[src/dom_pkg.sv]
// Package with register map, field layout and encodings of the diagnostic output mux.
package dom_pkg;

    localparam logic [11:0] ctrl_offset      = 12'h000;
    localparam logic [11:0] sel_offset       = 12'h004;
    localparam logic [11:0] status_offset    = 12'h008;

    localparam int          cfg_lsb          = 0;
    localparam int          enable_bit       = 2;
    localparam int          forced_level_bit = 3;
    localparam int          intcon_lsb       = 4;

    localparam logic [1:0]  cfg_reset        = 2'h0;
    localparam logic        enable_reset     = 1'b0;
    localparam logic        forced_reset     = 1'b0;
    localparam logic [2:0]  intcon_reset     = 3'h0;
    localparam logic [7:0]  sel_reset        = 8'h00;

    typedef enum logic [1:0] {
        DOM_FORCED  = 2'b00,
        DOM_DIGITAL = 2'b01,
        DOM_ANALOG  = 2'b10,
        DOM_INTCON  = 2'b11
    } dom_mode_t;

    typedef enum logic [1:0] {
        DOM_DRV_OFF = 2'b00,
        DOM_DRV_DIG = 2'b01,
        DOM_DRV_ANA = 2'b10
    } dom_drv_t;

    // Analog select codes.
    localparam logic [7:0]  ana_mon_input    = 8'h01;
    localparam logic [7:0]  ana_reg_input    = 8'h02;
    localparam logic [7:0]  ana_reg_ref      = 8'h03;
    localparam logic [7:0]  ana_mon_ref      = 8'h04;
    localparam logic [7:0]  ana_reg_supply   = 8'h05;
    localparam logic [7:0]  ana_mon_supply   = 8'h06;

    // Digital groups.
    localparam logic [2:0]  grp_supply       = 3'h0;
    localparam logic [2:0]  grp_clock        = 3'h1;
    localparam logic [2:0]  grp_protect      = 3'h2;
    localparam int          dig_count        = 48;

endpackage

[src/dom_sel_if.sv]
// Interface that carries the routing choice from the top to the selector.
`timescale 1ns/100ps
interface dom_sel_if;
    logic [1:0]  mode;
    logic [7:0]  sel;
    logic [2:0]  intcon;
    logic        forced;
    logic        pin_level;
    logic [2:0]  ana_channel;
    modport top (output mode, output sel, output intcon, output forced,
                 input pin_level, input ana_channel);
    modport pick (input mode, input sel, input intcon, input forced,
                  output pin_level, output ana_channel);
endinterface

[src/dom_selector.sv]
// Combinational selector that picks the digital level and analog channel.
`timescale 1ns/100ps
module dom_selector
    import dom_pkg::*;
(
    input  wire logic [dig_count-1:0] dig_sig,
    input  wire logic [3:0]           intcon_in,
    dom_sel_if.pick                   bus
);
    // Reserved slots inside groups 0..2 are masked, so a stray input never reaches the pin.
    localparam logic [dig_count-1:0] dig_used = 48'hfffe_00bf_9f82;
    logic [5:0] idx;

    always_comb begin
        idx = {bus.sel[5:4], bus.sel[3:0]};
        bus.pin_level = 1'b0;
        bus.ana_channel = 3'h0;
        case (bus.mode)
            DOM_FORCED: begin
                bus.pin_level = bus.forced;
            end
            DOM_DIGITAL: begin
                // Groups above 010b are reserved and read as low.
                if (bus.sel[6:4] <= grp_protect) begin
                    bus.pin_level = dig_sig[idx] & dig_used[idx];
                end else begin
                    bus.pin_level = 1'b0;
                end
            end
            DOM_INTCON: begin
                bus.pin_level = (bus.intcon < 3'h4) ? intcon_in[bus.intcon[1:0]] : 1'b0;
            end
            DOM_ANALOG: begin
                // Codes 0 and 0x07..0xff leave channel 0, meaning the buffer stays off.
                if (bus.sel >= ana_mon_input && bus.sel <= ana_mon_supply) begin
                    bus.ana_channel = bus.sel[2:0];
                end
            end
            default: begin
                bus.pin_level = 1'b0;
            end
        endcase
    end
endmodule

[src/dom_top.sv]
// Top of the diagnostic output mux with its register bus.
// Functional notes
// - Config 10b routes the selected analog channel to the pin.
// - In analog mode the digital driver stays high impedance.
// - Config 01b routes the selected digital signal to the pin.
// - In digital mode the analog buffer stays high impedance.
// - Analog 0x01 monitor input supply, 0x02 regulator input supply, divided by 20.
// - Analog 0x03 regulator reference, 0x04 monitor reference, undivided.
// - Analog 0x05 regulator internal supply, 0x06 monitor internal supply, by 4.375.
// - Analog select zero and 0x07..0xff keep the analog driver off.
// - Digital select bits 6:4 group, 3:0 channel; D0.1 internal regulator undervoltage.
// - Group 1 channels 0, 2, 3: sync out, PLL, sync in clocks.
// - Group 1 channel 1 outputs the internal system clock.
// - Group 1 channels 4, 5, 7: first buck, second buck, boost switch clocks.
// - Group 2 channels 1..3: first buck high side, low side, sink limits.
// - Group 2 channel 4 first buck overvoltage, channel 5 overtemperature.
// - With the output enable cleared the pin is high impedance.
// - Config 00b drives the pin to the software forced level bit.
// - Config 11b reflects the interconnect input chosen by a three-bit field.
`timescale 1ns/100ps
module dom_top
    import dom_pkg::*;
(
    input  wire logic                 pclk,
    input  wire logic                 presetn,
    input  wire logic                 psel,
    input  wire logic                 penable,
    input  wire logic                 pwrite,
    input  wire logic [11:0]          paddr,
    input  wire logic [31:0]          pwdata,
    input  wire logic [3:0]           pstrb,
    output logic      [31:0]          prdata,
    output logic                      pready,
    output logic                      pslverr,
    input  wire logic [dig_count-1:0] dig_sig,
    input  wire logic [3:0]           intcon_pins,
    output logic                      diagnostic_output_pin_o,
    output logic                      diagnostic_output_pin_oe_n,
    output logic                      analog_probe_buffer_en,
    output logic      [2:0]           analog_probe_channel
);
    logic [1:0]           output_source_config_reg;
    logic                 probe_output_enable_reg;
    logic                 forced_pin_level_reg;
    logic [2:0]           interconnect_input_select_reg;
    logic [7:0]           probe_channel_select_reg;
    logic [dig_count-1:0] dig_meta_reg;
    logic [dig_count-1:0] dig_sync_reg;
    logic [3:0]           pin_meta_reg;
    logic [3:0]           pin_sync_reg;
    dom_drv_t             drv_reg;
    dom_drv_t             drv_next;
    logic                 wr_en;
    logic                 rd_en;
    logic                 mapped;
    logic                 want_analog;
    dom_sel_if            sel_bus ();

    assign wr_en  = psel && penable && pwrite && pready;
    assign rd_en  = psel && penable && !pwrite && pready;
    assign mapped = (paddr == ctrl_offset) || (paddr == sel_offset) ||
                    (paddr == status_offset);

    // Every access completes in its first access cycle.
    always_ff @(posedge pclk or negedge presetn) begin
        if (!presetn) begin
            pready <= 1'b0;
        end else begin
            pready <= psel && !penable;
        end
    end

    always_ff @(posedge pclk or negedge presetn) begin
        if (!presetn) begin
            pslverr <= 1'b0;
        end else begin
            pslverr <= psel && !penable && !mapped;
        end
    end

    always_ff @(posedge pclk or negedge presetn) begin
        if (!presetn) begin
            output_source_config_reg      <= cfg_reset;
            probe_output_enable_reg       <= enable_reset;
            forced_pin_level_reg          <= forced_reset;
            interconnect_input_select_reg <= intcon_reset;
        end else if (wr_en && paddr == ctrl_offset && pstrb[0]) begin
            output_source_config_reg      <= pwdata[cfg_lsb+1:cfg_lsb];
            probe_output_enable_reg       <= pwdata[enable_bit];
            forced_pin_level_reg          <= pwdata[forced_level_bit];
            interconnect_input_select_reg <= pwdata[intcon_lsb+2:intcon_lsb];
        end
    end

    always_ff @(posedge pclk or negedge presetn) begin
        if (!presetn) begin
            probe_channel_select_reg <= sel_reset;
        end else if (wr_en && paddr == sel_offset && pstrb[0]) begin
            probe_channel_select_reg <= pwdata[7:0];
        end
    end

    always_ff @(posedge pclk or negedge presetn) begin
        if (!presetn) begin
            prdata <= 32'h0000_0000;
        end else if (psel && !penable) begin
            case (paddr)
                ctrl_offset:   prdata <= {25'h0, interconnect_input_select_reg,
                                          forced_pin_level_reg, probe_output_enable_reg,
                                          output_source_config_reg};
                sel_offset:    prdata <= {24'h0, probe_channel_select_reg};
                status_offset: prdata <= {27'h0, analog_probe_channel,
                                          analog_probe_buffer_en,
                                          !diagnostic_output_pin_oe_n};
                default:       prdata <= 32'h0000_0000;
            endcase
        end else if (!rd_en) begin
            prdata <= prdata;
        end
    end

    // Probed signals come from other domains, so each passes two flops first.
    always_ff @(posedge pclk or negedge presetn) begin
        if (!presetn) begin
            dig_meta_reg <= '0;
            dig_sync_reg <= '0;
            pin_meta_reg <= 4'h0;
            pin_sync_reg <= 4'h0;
        end else begin
            dig_meta_reg <= dig_sig;
            dig_sync_reg <= dig_meta_reg;
            pin_meta_reg <= intcon_pins;
            pin_sync_reg <= pin_meta_reg;
        end
    end

    assign sel_bus.mode   = output_source_config_reg;
    assign sel_bus.sel    = probe_channel_select_reg;
    assign sel_bus.intcon = interconnect_input_select_reg;
    assign sel_bus.forced = forced_pin_level_reg;

    dom_selector i_dom_selector (
        .dig_sig   (dig_sync_reg),
        .intcon_in (pin_sync_reg),
        .bus       (sel_bus)
    );

    assign want_analog = output_source_config_reg == DOM_ANALOG &&
                         sel_bus.ana_channel != 3'h0;

    // A change between analog and digital passes one cycle with both off,
    // so the two buffers never fight on the pin.
    always_comb begin
        drv_next = DOM_DRV_OFF;
        if (!probe_output_enable_reg) begin
            drv_next = DOM_DRV_OFF;
        end else if (want_analog) begin
            drv_next = (drv_reg == DOM_DRV_DIG) ? DOM_DRV_OFF : DOM_DRV_ANA;
        end else if (output_source_config_reg != DOM_ANALOG) begin
            drv_next = (drv_reg == DOM_DRV_ANA) ? DOM_DRV_OFF : DOM_DRV_DIG;
        end
    end

    always_ff @(posedge pclk or negedge presetn) begin
        if (!presetn) begin
            drv_reg <= DOM_DRV_OFF;
        end else begin
            drv_reg <= drv_next;
        end
    end

    always_ff @(posedge pclk or negedge presetn) begin
        if (!presetn) begin
            diagnostic_output_pin_oe_n <= 1'b1;
            diagnostic_output_pin_o    <= 1'b0;
            analog_probe_buffer_en     <= 1'b0;
            analog_probe_channel       <= 3'h0;
        end else begin
            diagnostic_output_pin_oe_n <= (drv_next != DOM_DRV_DIG);
            diagnostic_output_pin_o    <= (drv_next == DOM_DRV_DIG) ? sel_bus.pin_level : 1'b0;
            analog_probe_buffer_en     <= (drv_next == DOM_DRV_ANA);
            analog_probe_channel       <= (drv_next == DOM_DRV_ANA) ? sel_bus.ana_channel
                                                                    : 3'h0;
        end
    end
endmodule

[config.mk]
export PLATFORM = sky130hd
export DESIGN_NAME = dom_top
export DESIGN_NICKNAME = d
export VERILOG_FILES = /design/src/dom_pkg.sv /design/src/dom_sel_if.sv /design/src/dom_selector.sv /design/src/dom_top.sv
export SDC_FILE = /design/constraint.sdc
export NUM_CORES = 1
export LEC_CHECK = 0
export BUFFER_PORTS_ARGS = -buffer_cell sky130_fd_sc_hd__buf_2
export CORE_UTILIZATION = 45
export DETAILED_ROUTE_END_ITERATION = 10
export PLACE_DENSITY = 0.7
export SYNTH_ARGS = -nofsm -noshare
export SYNTH_HDL_FRONTEND = slang
export SYNTH_HIERARCHICAL = 1
export SYNTH_SLANG_ARGS = --single-unit
[constraint.sdc]
create_clock -name pclk -period 1.85 [get_ports pclk]
set_input_delay 0.37 -clock pclk [delete_from_list [all_inputs] [get_ports pclk]]
set_output_delay 0.37 -clock pclk [all_outputs]
set_load 0.1 [all_outputs]
==> results of run 1 <==
-- cell usage in the layout, fill, tap and decap left out, drive strengths merged, types with 5 or more instances in the layout --
cell type and count:
dfrtp 120, buf 110, dlygate4sd3 45, conb 24, clkbuf 18, inv 17
mux2 16, nand2 13, mux2i 12, o21ai 9, mux4 8, and2 7
nor2 6, a22o 5, ha 5, nor4 5
-- layout make-up --
cell class / count / area [sq um] / area share
multi-input combinational: 147 / 1255 / 0.2040
sequential: 121 / 3034 / 0.4933
tap: 129 / 161.4 / 0.02624
inverter: 9 / 38.79 / 0.006306
timing repair buffer: 155 / 1097 / 0.1784
clock inverter: 14 / 136.4 / 0.02217
clock buffer: 18 / 427.9 / 0.06957
-- through the flow --
stage               worst slack (ns)  instance area, sq um
finish                      -0.05825                  6151
global route                 -0.1761                  6151
CTS                         -0.08024                  6138
detailed placement           -0.1969                  5105
global placement             -0.1959                  5105
floorplan                  -0.008718                  4541
-- final timing paths --
check	start	endpoint	slack, ns	cells past startpoint
hold reg to reg	dig_meta_reg[21]	dig_sync_reg[21]	0.35	0
max in group asynchronous	presetn	diagnostic_output_pin_oe_n	0.94	3
min in group asynchronous	presetn	dig_sync_reg[40]	0.31	2
setup reg to reg	probe_channel_select_reg[0]	diagnostic_output_pin_o	-0.06	7
setup / recovery	probe_channel_select_reg[0]	diagnostic_output_pin_o	-0.06	7
hold / removal	pwdata[3]	forced_pin_level_reg	0.10	2
-- report_power, final --
part | switching, mW | internal (mW)
Combinational | 0.342 | 0.152
Sequential | 0.0276 | 2.75
Clock | 1.23 | 1.85
-- metal layers --
metal  GRT usage  up-vias  share of wire
met3     0.07660        9          0.057
li1            -     1276              -
met4     0.05574        0         0.0080
met5           0        -              0
met1      0.1935     1326           0.42
met2      0.3114       98           0.52
-- what timing repair did --
action	CTS	global route
hold endpoints to repair	68	0
gates resized for setup	5	3
setup endpoints to repair	5	3
hold buffers	45	0
pin swaps	0	0
==> impl_metrics.tcl, run 1 <==
set metrics [dict create \
    outcome "finished with violations" \
    violations "negative setup slack" \
    drive_above_1_share 0.3901 \
    worst_hold_slack_ns 0.1042 \
    drc 0 \
    timing.final.crit_share 1.031 \
    grt_use_total 0.1771 \
    drtIter0Drc 105 \
    finalWorstSetupSlack_ns -0.05825 \
    wl_microns 8036 \
    vias 2709 \
    final_cells 593 \
    critPathSlowestCell "or4b_1" \
    drv_slew 0 \
    cts_tree "built" \
    cts_buffer_depth 2 \
    grt_overflow_total 0 \
    clock_latency_ns 0.51 \
    cts.sinks 121 \
    vias_per_cell 4.568 \
    power_mw 6.352 \
    peakVddDrop_mv 0.9005 \
    power_density_nw_per_um2 1033 \
    grt_pass1_vias 2884 \
    cts_inserted_buffers 17 \
    start_util 0.4721 \
    dieArea_sq_um 10230 \
    crit_family "simple AND/OR/NAND/NOR gates" \
    fillerInstances 661 \
    syn_area_per_cell_sq_um 15.47 \
    end_kind "flip-flop" \
    die_h_microns 101.2 \
    cpPeakStageDelay_ns 0.52 \
    dp.final_hpwl_microns 5189 \
    cts_setup_buffers 0 \
    setup_viol_count_final 3 \
    path_cells "buf_6, mux2i_1, nor3_1, or4b_1, nand4_1, o221ai_1, and2_1" \
    cp.arrival_ns 2.31 \
    fp-row-count 35 \
    crit_buf_inv 1 \
    io_buffers 85 \
    fin_worst_skew_ns 0.009375 \
    period_needed_ns 1.908 \
    ant_nets 0 \
    finalHoldViolCount 0 \
    min_path_type "input port to flip-flop" \
    grt_pass1_wl_microns 13230 \
    antenna_found_initial 0 \
    maxCapViolations 0 \
    utilization 0.6563 \
    synth.cell_area_sq_um 4424 \
    syn_inst 286 \
    wl_per_cell_microns 13.55 \
    place_congestion 0.7856 \
    p_leak_nw 2.939 \
    grt_setup_unrepaired "yes" \
    pin_count 145 \
    cts_root_buf "clkbuf_8" \
    first_pass_iters 5 \
    worstPathRequired_ns 2.25 \
    critPathKind "flip-flop to flip-flop" \
    cp-start-kind "flip-flop" \
    clk_pin_slew_ns 0.06 \
    diodes 0 \
    post-place-cells 516 \
    core_area_sq_um 9371 \
    crit_fanout 8 \
    max_freq_ghz 0.5240 \
    syn_to_final_growth_pct 39.03 \
    grt_max_degree 56 \
    nNetsFinal 561 \
    synth-warning-count 6 \
    die_x_microns 101.2 \
    finalSetupTns_ns -0.1106 \
    htree_levels 4 \
]
No activity file was read; power rests on OpenSTA's default activity.
==> inputs of run 2 (changes only) <==
- CELL_PAD_IN_SITES_DETAIL_PLACEMENT: default -> 1
- CELL_PAD_IN_SITES_GLOBAL_PLACEMENT: default -> 1
- CORE_UTILIZATION: 45 -> 37
- PLACE_DENSITY: 0.7 -> 0.71
==> run 2 against run 1 <==
  * First-iteration DRC count down 26%
  * Clock skew shrank 0.0014 ns
  * Critical path depth unchanged
  * Die area rose by 21%
  * Hold slack got worse by 0.044 ns
  * Sequential share of layout area is 3.4 points higher
  * Critical path type unchanged
  * Sequential power about the same
  * Routed wire length increased by 11%
  * Worst setup slack got worse by 0.033 ns
  * Largest cell class unchanged
  * The run ends with design-rule violations, negative setup slack left
==> impl_metrics.tcl, run 2 (same netlist as run 1, synthesis figures left out) <==
set metrics [dict create \
    outcome "finished with violations" \
    violations "design-rule violations, negative setup slack" \
    cts.sinks 121 \
    crit_fanout 7 \
    fin_worst_skew_ns 0.008020 \
    vias 2552 \
    holdPathStages 1 \
    clk_pin_slew_ns 0.06 \
    finalHoldViolCount 0 \
    drive_above_1_share 0.4405 \
    cts_inserted_buffers 17 \
    drv_slew 0 \
    max_freq_ghz 0.5151 \
    timing.final.crit_share 1.049 \
    cts_root_buf "clkbuf_16" \
    ant_nets 0 \
    hold_end "dig_meta_reg[6]" \
    finalWorstSetupSlack_ns -0.09156 \
    worstPathRequired_ns 2.14 \
    post-place-cells 529 \
    min_path_type "input port to flip-flop" \
    worstHoldStart "dig_sig[6]" \
    diodes 0 \
    first_pass_iters 7 \
    syn_to_final_growth_pct 30.15 \
    critPathSlowestCell "or4b_1" \
    nNetsFinal 519 \
    cts_buffer_depth 2 \
    seqCellArea_sq_um 3035 \
    cpPeakStageDelay_ns 0.53 \
    maxCapViolations 0 \
    reg2reg_from "probe_channel_select_reg[0]" \
    cp.arrival_ns 2.24 \
    core_area_sq_um 11520 \
    grt_max_degree 67 \
    grt_setup_unrepaired "yes" \
    cp-start-kind "flip-flop" \
    path_cells "buf_12, mux2i_1, nor3_1, or4b_1, nand4_1, o221ai_1, and2_1" \
    wl_microns 8957 \
    p_leak_nw 2.758 \
    worst_r2r_endpoint "diagnostic_output_pin_o" \
    layout_common_cells "117 x dfrtp_1, 84 x buf_2, 25 x buf_4" \
    utilization 0.5000 \
    cts_tree "built" \
    r2r_setup_slack_ns -0.09 \
    wl_per_cell_microns 15.91 \
    multi_input_area_sq_um 1254 \
    pin_count 145 \
    place_congestion 0.7441 \
    dieArea_sq_um 12400 \
    grt_pass1_wl_microns 14900 \
    drc 18 \
    vias_per_cell 4.533 \
    grt_use_total 0.1608 \
    worst_hold_slack_ns 0.06063 \
    die_x_microns 111.4 \
    grt_overflow_total 0 \
    fillerInstances 1154 \
    antenna_found_initial 0 \
    drtIter0Drc 78 \
    period_needed_ns 1.942 \
    final_common_cell "dfrtp_1" \
    critPathKind "flip-flop to flip-flop" \
    io_buffers 85 \
    reg2reg_depth 7 \
    fp-row-count 39 \
    grt_pass1_vias 2966 \
    power_density_nw_per_um2 1108 \
    clock_latency_ns 0.41 \
    fin_area_sq_um 5758 \
    peakVddDrop_mv 0.6783 \
    dp.final_hpwl_microns 6299 \
    die_h_microns 111.4 \
    setup_viol_count_final 1 \
    end_kind "flip-flop" \
    htree_levels 4 \
    finalSetupTns_ns -0.09156 \
    place_area_sq_um 5127 \
    final_cells 563 \
    start_util 0.3842 \
]
## run 2: cell types whose count changed in the layout (fill, tap and decap cells not counted), moves of 2 or more
cell | before | now
and2_1 | 7 | 4
clkinvlp_4 | 2 | 4
and2_4 | 0 | 3
clkinv_4 | 1 | 3
dlygate4sd3_1 | 45 | 1
inv_6 | 8 | 4
clkbuf_8 | 2 | 0
## run 2: what timing repair did
item / 4_1_cts / 5_1_grt
hold buffers: 1 / 0
setup buffers: 0 / 3
hold endpoints to repair: 120 / 0
pin swaps: 0 / 1
endpoints found under the setup margin: 6 / 6
gates resized for setup: 1 / 7
## run 2: power by group
| part | switching (mW) | internal (mW) |
|---|---|---|
| clock network | 1.20 | 1.98 |
| logic | 0.331 | 0.0914 |
| registers | 0.0301 | 2.75 |
| total | 1.56 | 4.82 |
## run 2: worst max-delay path by stage
stage                                            from                 endpoint  slack [ns]  cells after the start
after floorplan           probe_channel_select_reg[0]  diagnostic_output_pin_o      -0.009                      9
after global placement    probe_channel_select_reg[0]  diagnostic_output_pin_o       -0.19                      7
after detailed placement  probe_channel_select_reg[0]  diagnostic_output_pin_o       -0.23                      7
after CTS                 probe_channel_select_reg[0]  diagnostic_output_pin_o       -0.14                      7
after global routing      probe_channel_select_reg[0]  diagnostic_output_pin_o       -0.18                      7
final                     probe_channel_select_reg[0]  diagnostic_output_pin_o       -0.09                      7
## run 2: cell type report
class,count,area share
clock buffers,17,0.07388
multi-input cells,147,0.2177
flip-flops and latches,121,0.5272
clock inverters,13,0.02564
well taps,143,0.03107
repair buffers,113,0.1178
inverters,9,0.006736
## run 2: worst max-delay path, delay by kind of cell, from the launching register on
| family | cells | cell delay (ns) |
|---|---|---|
| AO/OA/AOI/OAI | 1 | 0.11 |
| buffers and inverters | 1 | 0.17 |
| flip-flops | 1 | 0.48 |
| multiplexers | 1 | 0.21 |
| AND/OR/NAND/NOR | 4 | 0.84 |
## run 2: routing by layer
layer	vias to the layer above	track usage	routed length [microns]
li1	1193	-	-
met1	1272	0.1832	3672
met2	76	0.2788	4744
met3	11	0.04736	421
met4	0	0.07568	119
met5	-	0	0
## run 2: through the flow
step,setup WS (ns),power (mW)
6_report,-0.09156,6.382
3_3_place_gp,-0.1948,3.235
2_1_floorplan,-0.008718,3.119
3_5_place_dp,-0.2343,3.251
5_1_grt,-0.1832,6.605
4_1_cts,-0.1421,6.480
==> inputs of run 3 (changes only) <==
- CORE_UTILIZATION: 37 -> 35
- PLACE_DENSITY: 0.71 -> 0.7
- SYNTH_HIERARCHICAL: 1 -> default
==> run 3 against run 2 <==
  * Sequential power is essentially flat
  * Synthesized cell count grew 1.7%
  * Clock power shrank 6%
  * Hold slack gained 0.0056 ns
  * Critical path type unchanged
  * The flow now finishes without violations
  * Utilization shrank 2.8 points
==> impl_metrics.tcl, run 3 <==
set metrics [dict create \
    final_cells 591 \
    max_freq_ghz 0.5443 \
    worst_hold_slack_ns 0.06621 \
    power_mw 6.194 \
    vias 2625 \
    post-place-cells 554 \
    synth_area_leaders "dfrtp_1 69%, mux2_2 4.9%, buf_4 4.3%, mux4_2 3.6%, mux2i_1 2.5%" \
    cts_inserted_buffers 17 \
    period_needed_ns 1.837 \
    vias_per_cell 4.442 \
    htree_levels 4 \
    grt_overflow_total 0 \
    syn_area_per_cell_sq_um 14.97 \
    ys_seq_area_frac 0.6953 \
    end_kind "flip-flop" \
    critPathKind "flip-flop to flip-flop" \
    ant_nets 0 \
    final_common_cell "dfrtp_1" \
    finalSetupTns_ns 0 \
    die_x_microns 113.6 \
    grt_use_total 0.1542 \
    start_util 0.3612 \
    core_area_sq_um 12060 \
    async_flop_share 1.000 \
    diodes 0 \
    fp-row-count 40 \
    cts_tree "built" \
    timing.final.crit_share 0.9930 \
    drtIter0Drc 104 \
    first_pass_iters 4 \
    p_leak_nw 2.704 \
    reg2reg_from "probe_channel_select_reg[0]" \
    dieArea_sq_um 12900 \
    place_congestion 0.7260 \
    drc 0 \
    synth_top_area_cell "dfrtp_1" \
    crit_start "probe_channel_select_reg[0]" \
    pin_count 145 \
    synth.ff_latch_count 121 \
    synth_cell_types 43 \
    power_density_nw_per_um2 1088 \
    cts_root_buf "clkbuf_16" \
    fillerInstances 1229 \
    fin_area_sq_um 5692 \
    finalWorstSetupSlack_ns 0.01286 \
    critPathSlowestCell "mux4_2" \
    clock_latency_ns 0.41 \
    grt_pass1_wl_microns 14680 \
    synth.cell_area_sq_um 4357 \
    grt_setup_unrepaired "yes" \
    nNetsFinal 520 \
    peakVddDrop_mv 0.7621 \
    syn_to_final_growth_pct 30.64 \
    cts_buffer_depth 2 \
    crit_fanout 7 \
    wl_per_cell_microns 15.27 \
    tightest_slew_ns 0.6624 \
    slew_headroom 0.5522 \
    outcome "complete, no violations" \
    worstPathRequired_ns 2.13 \
    min_path_type "input port to flip-flop" \
    synthTopCellsByCount "120 x dfrtp_1, 25 x buf_4, 19 x mux2_2" \
    place_area_sq_um 5055 \
    clk_pin_slew_ns 0.05 \
    maxCapViolations 0 \
    finalHoldViolCount 0 \
    cts.sinks 121 \
    place_ws_ns -0.08787 \
    path_cells "buf_12, mux4_2, mux2_2, nand2_1, nand3_1, a31o_1" \
    worstHoldStart "dig_sig[42]" \
    dp.final_hpwl_microns 6266 \
    synth-warning-count 0 \
    wl_microns 9023 \
    cpPeakStageDelay_ns 0.51 \
    cp.arrival_ns 2.12 \
    ys_dominant_reg_cell "dfrtp_1" \
    synth_edf_count 0 \
    drive_above_1_share 0.4208 \
    utilization 0.4719 \
    syn_inst 291 \
    antenna_found_initial 0 \
    synth_top_area_frac 0.6893 \
    die_h_microns 113.6 \
    drv_slew 0 \
    synth_most_common_cell "dfrtp_1" \
    setup_viol_count_final 0 \
    layout_common_cells "118 x dfrtp_1, 85 x buf_2, 24 x conb_1" \
    fin_worst_skew_ns 0.008568 \
    grt_max_degree 46 \
    grt_pass1_vias 2915 \
    cp-start-kind "flip-flop" \
    io_buffers 85 \
]
## run 3: worst max-delay path, delay by kind of cell, from the launching register on
family / cells / cell delay, ns
muxes: 2 / 0.80
DFF: 1 / 0.39
AOI/OAI and AO/OA: 1 / 0.20
buffers and inverters: 1 / 0.15
and+or+nand+nor: 2 / 0.17
## run 3: routing by layer
| layer | vias up | GRT usage | routed length [microns] |
|---|---|---|---|
| met5 | - | 0 | 0 |
| met4 | 0 | 0.05526 | 121 |
| met3 | 11 | 0.05420 | 493 |
| met2 | 86 | 0.2634 | 4676 |
| met1 | 1324 | 0.1796 | 3732 |
| li1 | 1204 | - | - |
## run 3: cell type report
class	instances	area, sq um	share of cell area
sequential	121	3032	0.5326
clock inverter	12	102.6	0.01803
timing repair buffer	112	668.1	0.1174
multi-input combinational	151	1206	0.2119
inverter	7	26.28	0.004616
tap	168	210.2	0.03693
clock buffer	20	446.7	0.07848
## run 3: logic make-up (layout without fill, tap and decap cells)
kind of cell | after synthesis | in the layout | synth area share
compound gates | 34 | 34 | 0.05486
fa+ha+maj | 5 | 5 | 0.01436
buf+inv | 42 | 151 | 0.05888
flops | 121 | 121 | 0.6953
mux | 37 | 37 | 0.1106
other cells | 1 | 24 | 0.0008607
simple gates | 51 | 51 | 0.06520
## run 3: worst paths after layout
path / to / slack [ns] / cells after the start
worst max-delay path: diagnostic_output_pin_o / 0.01 / 6
worst min-delay path: dig_meta_reg[42] / 0.07 / 1
worst max register to register: diagnostic_output_pin_o / 0.01 / 6
worst min register to register: dig_sync_reg[16] / 0.34 / 0
max in group asynchronous: diagnostic_output_pin_oe_n / 0.82 / 3
min in group asynchronous: dig_meta_reg[38] / 0.44 / 2
## run 3: repair_timing
item / CTS / global route
gates resized for setup: 3 / 7
hold buffers: 1 / 0
endpoints found under the setup margin: 3 / 4
endpoints found under the hold margin: 30 / 0
pin swaps: 0 / 5
cloned: 0 / 0
buffers inserted: 0 / 4
## run 3: power breakdown
part / total (mW) / internal (mW) / switching [mW]
Sequential: 2.78 / 2.75 / 0.0277
Combinational: 0.417 / 0.0881 / 0.329
Clock: 3.00 / 1.87 / 1.13
Total: 6.19 / 4.70 / 1.49
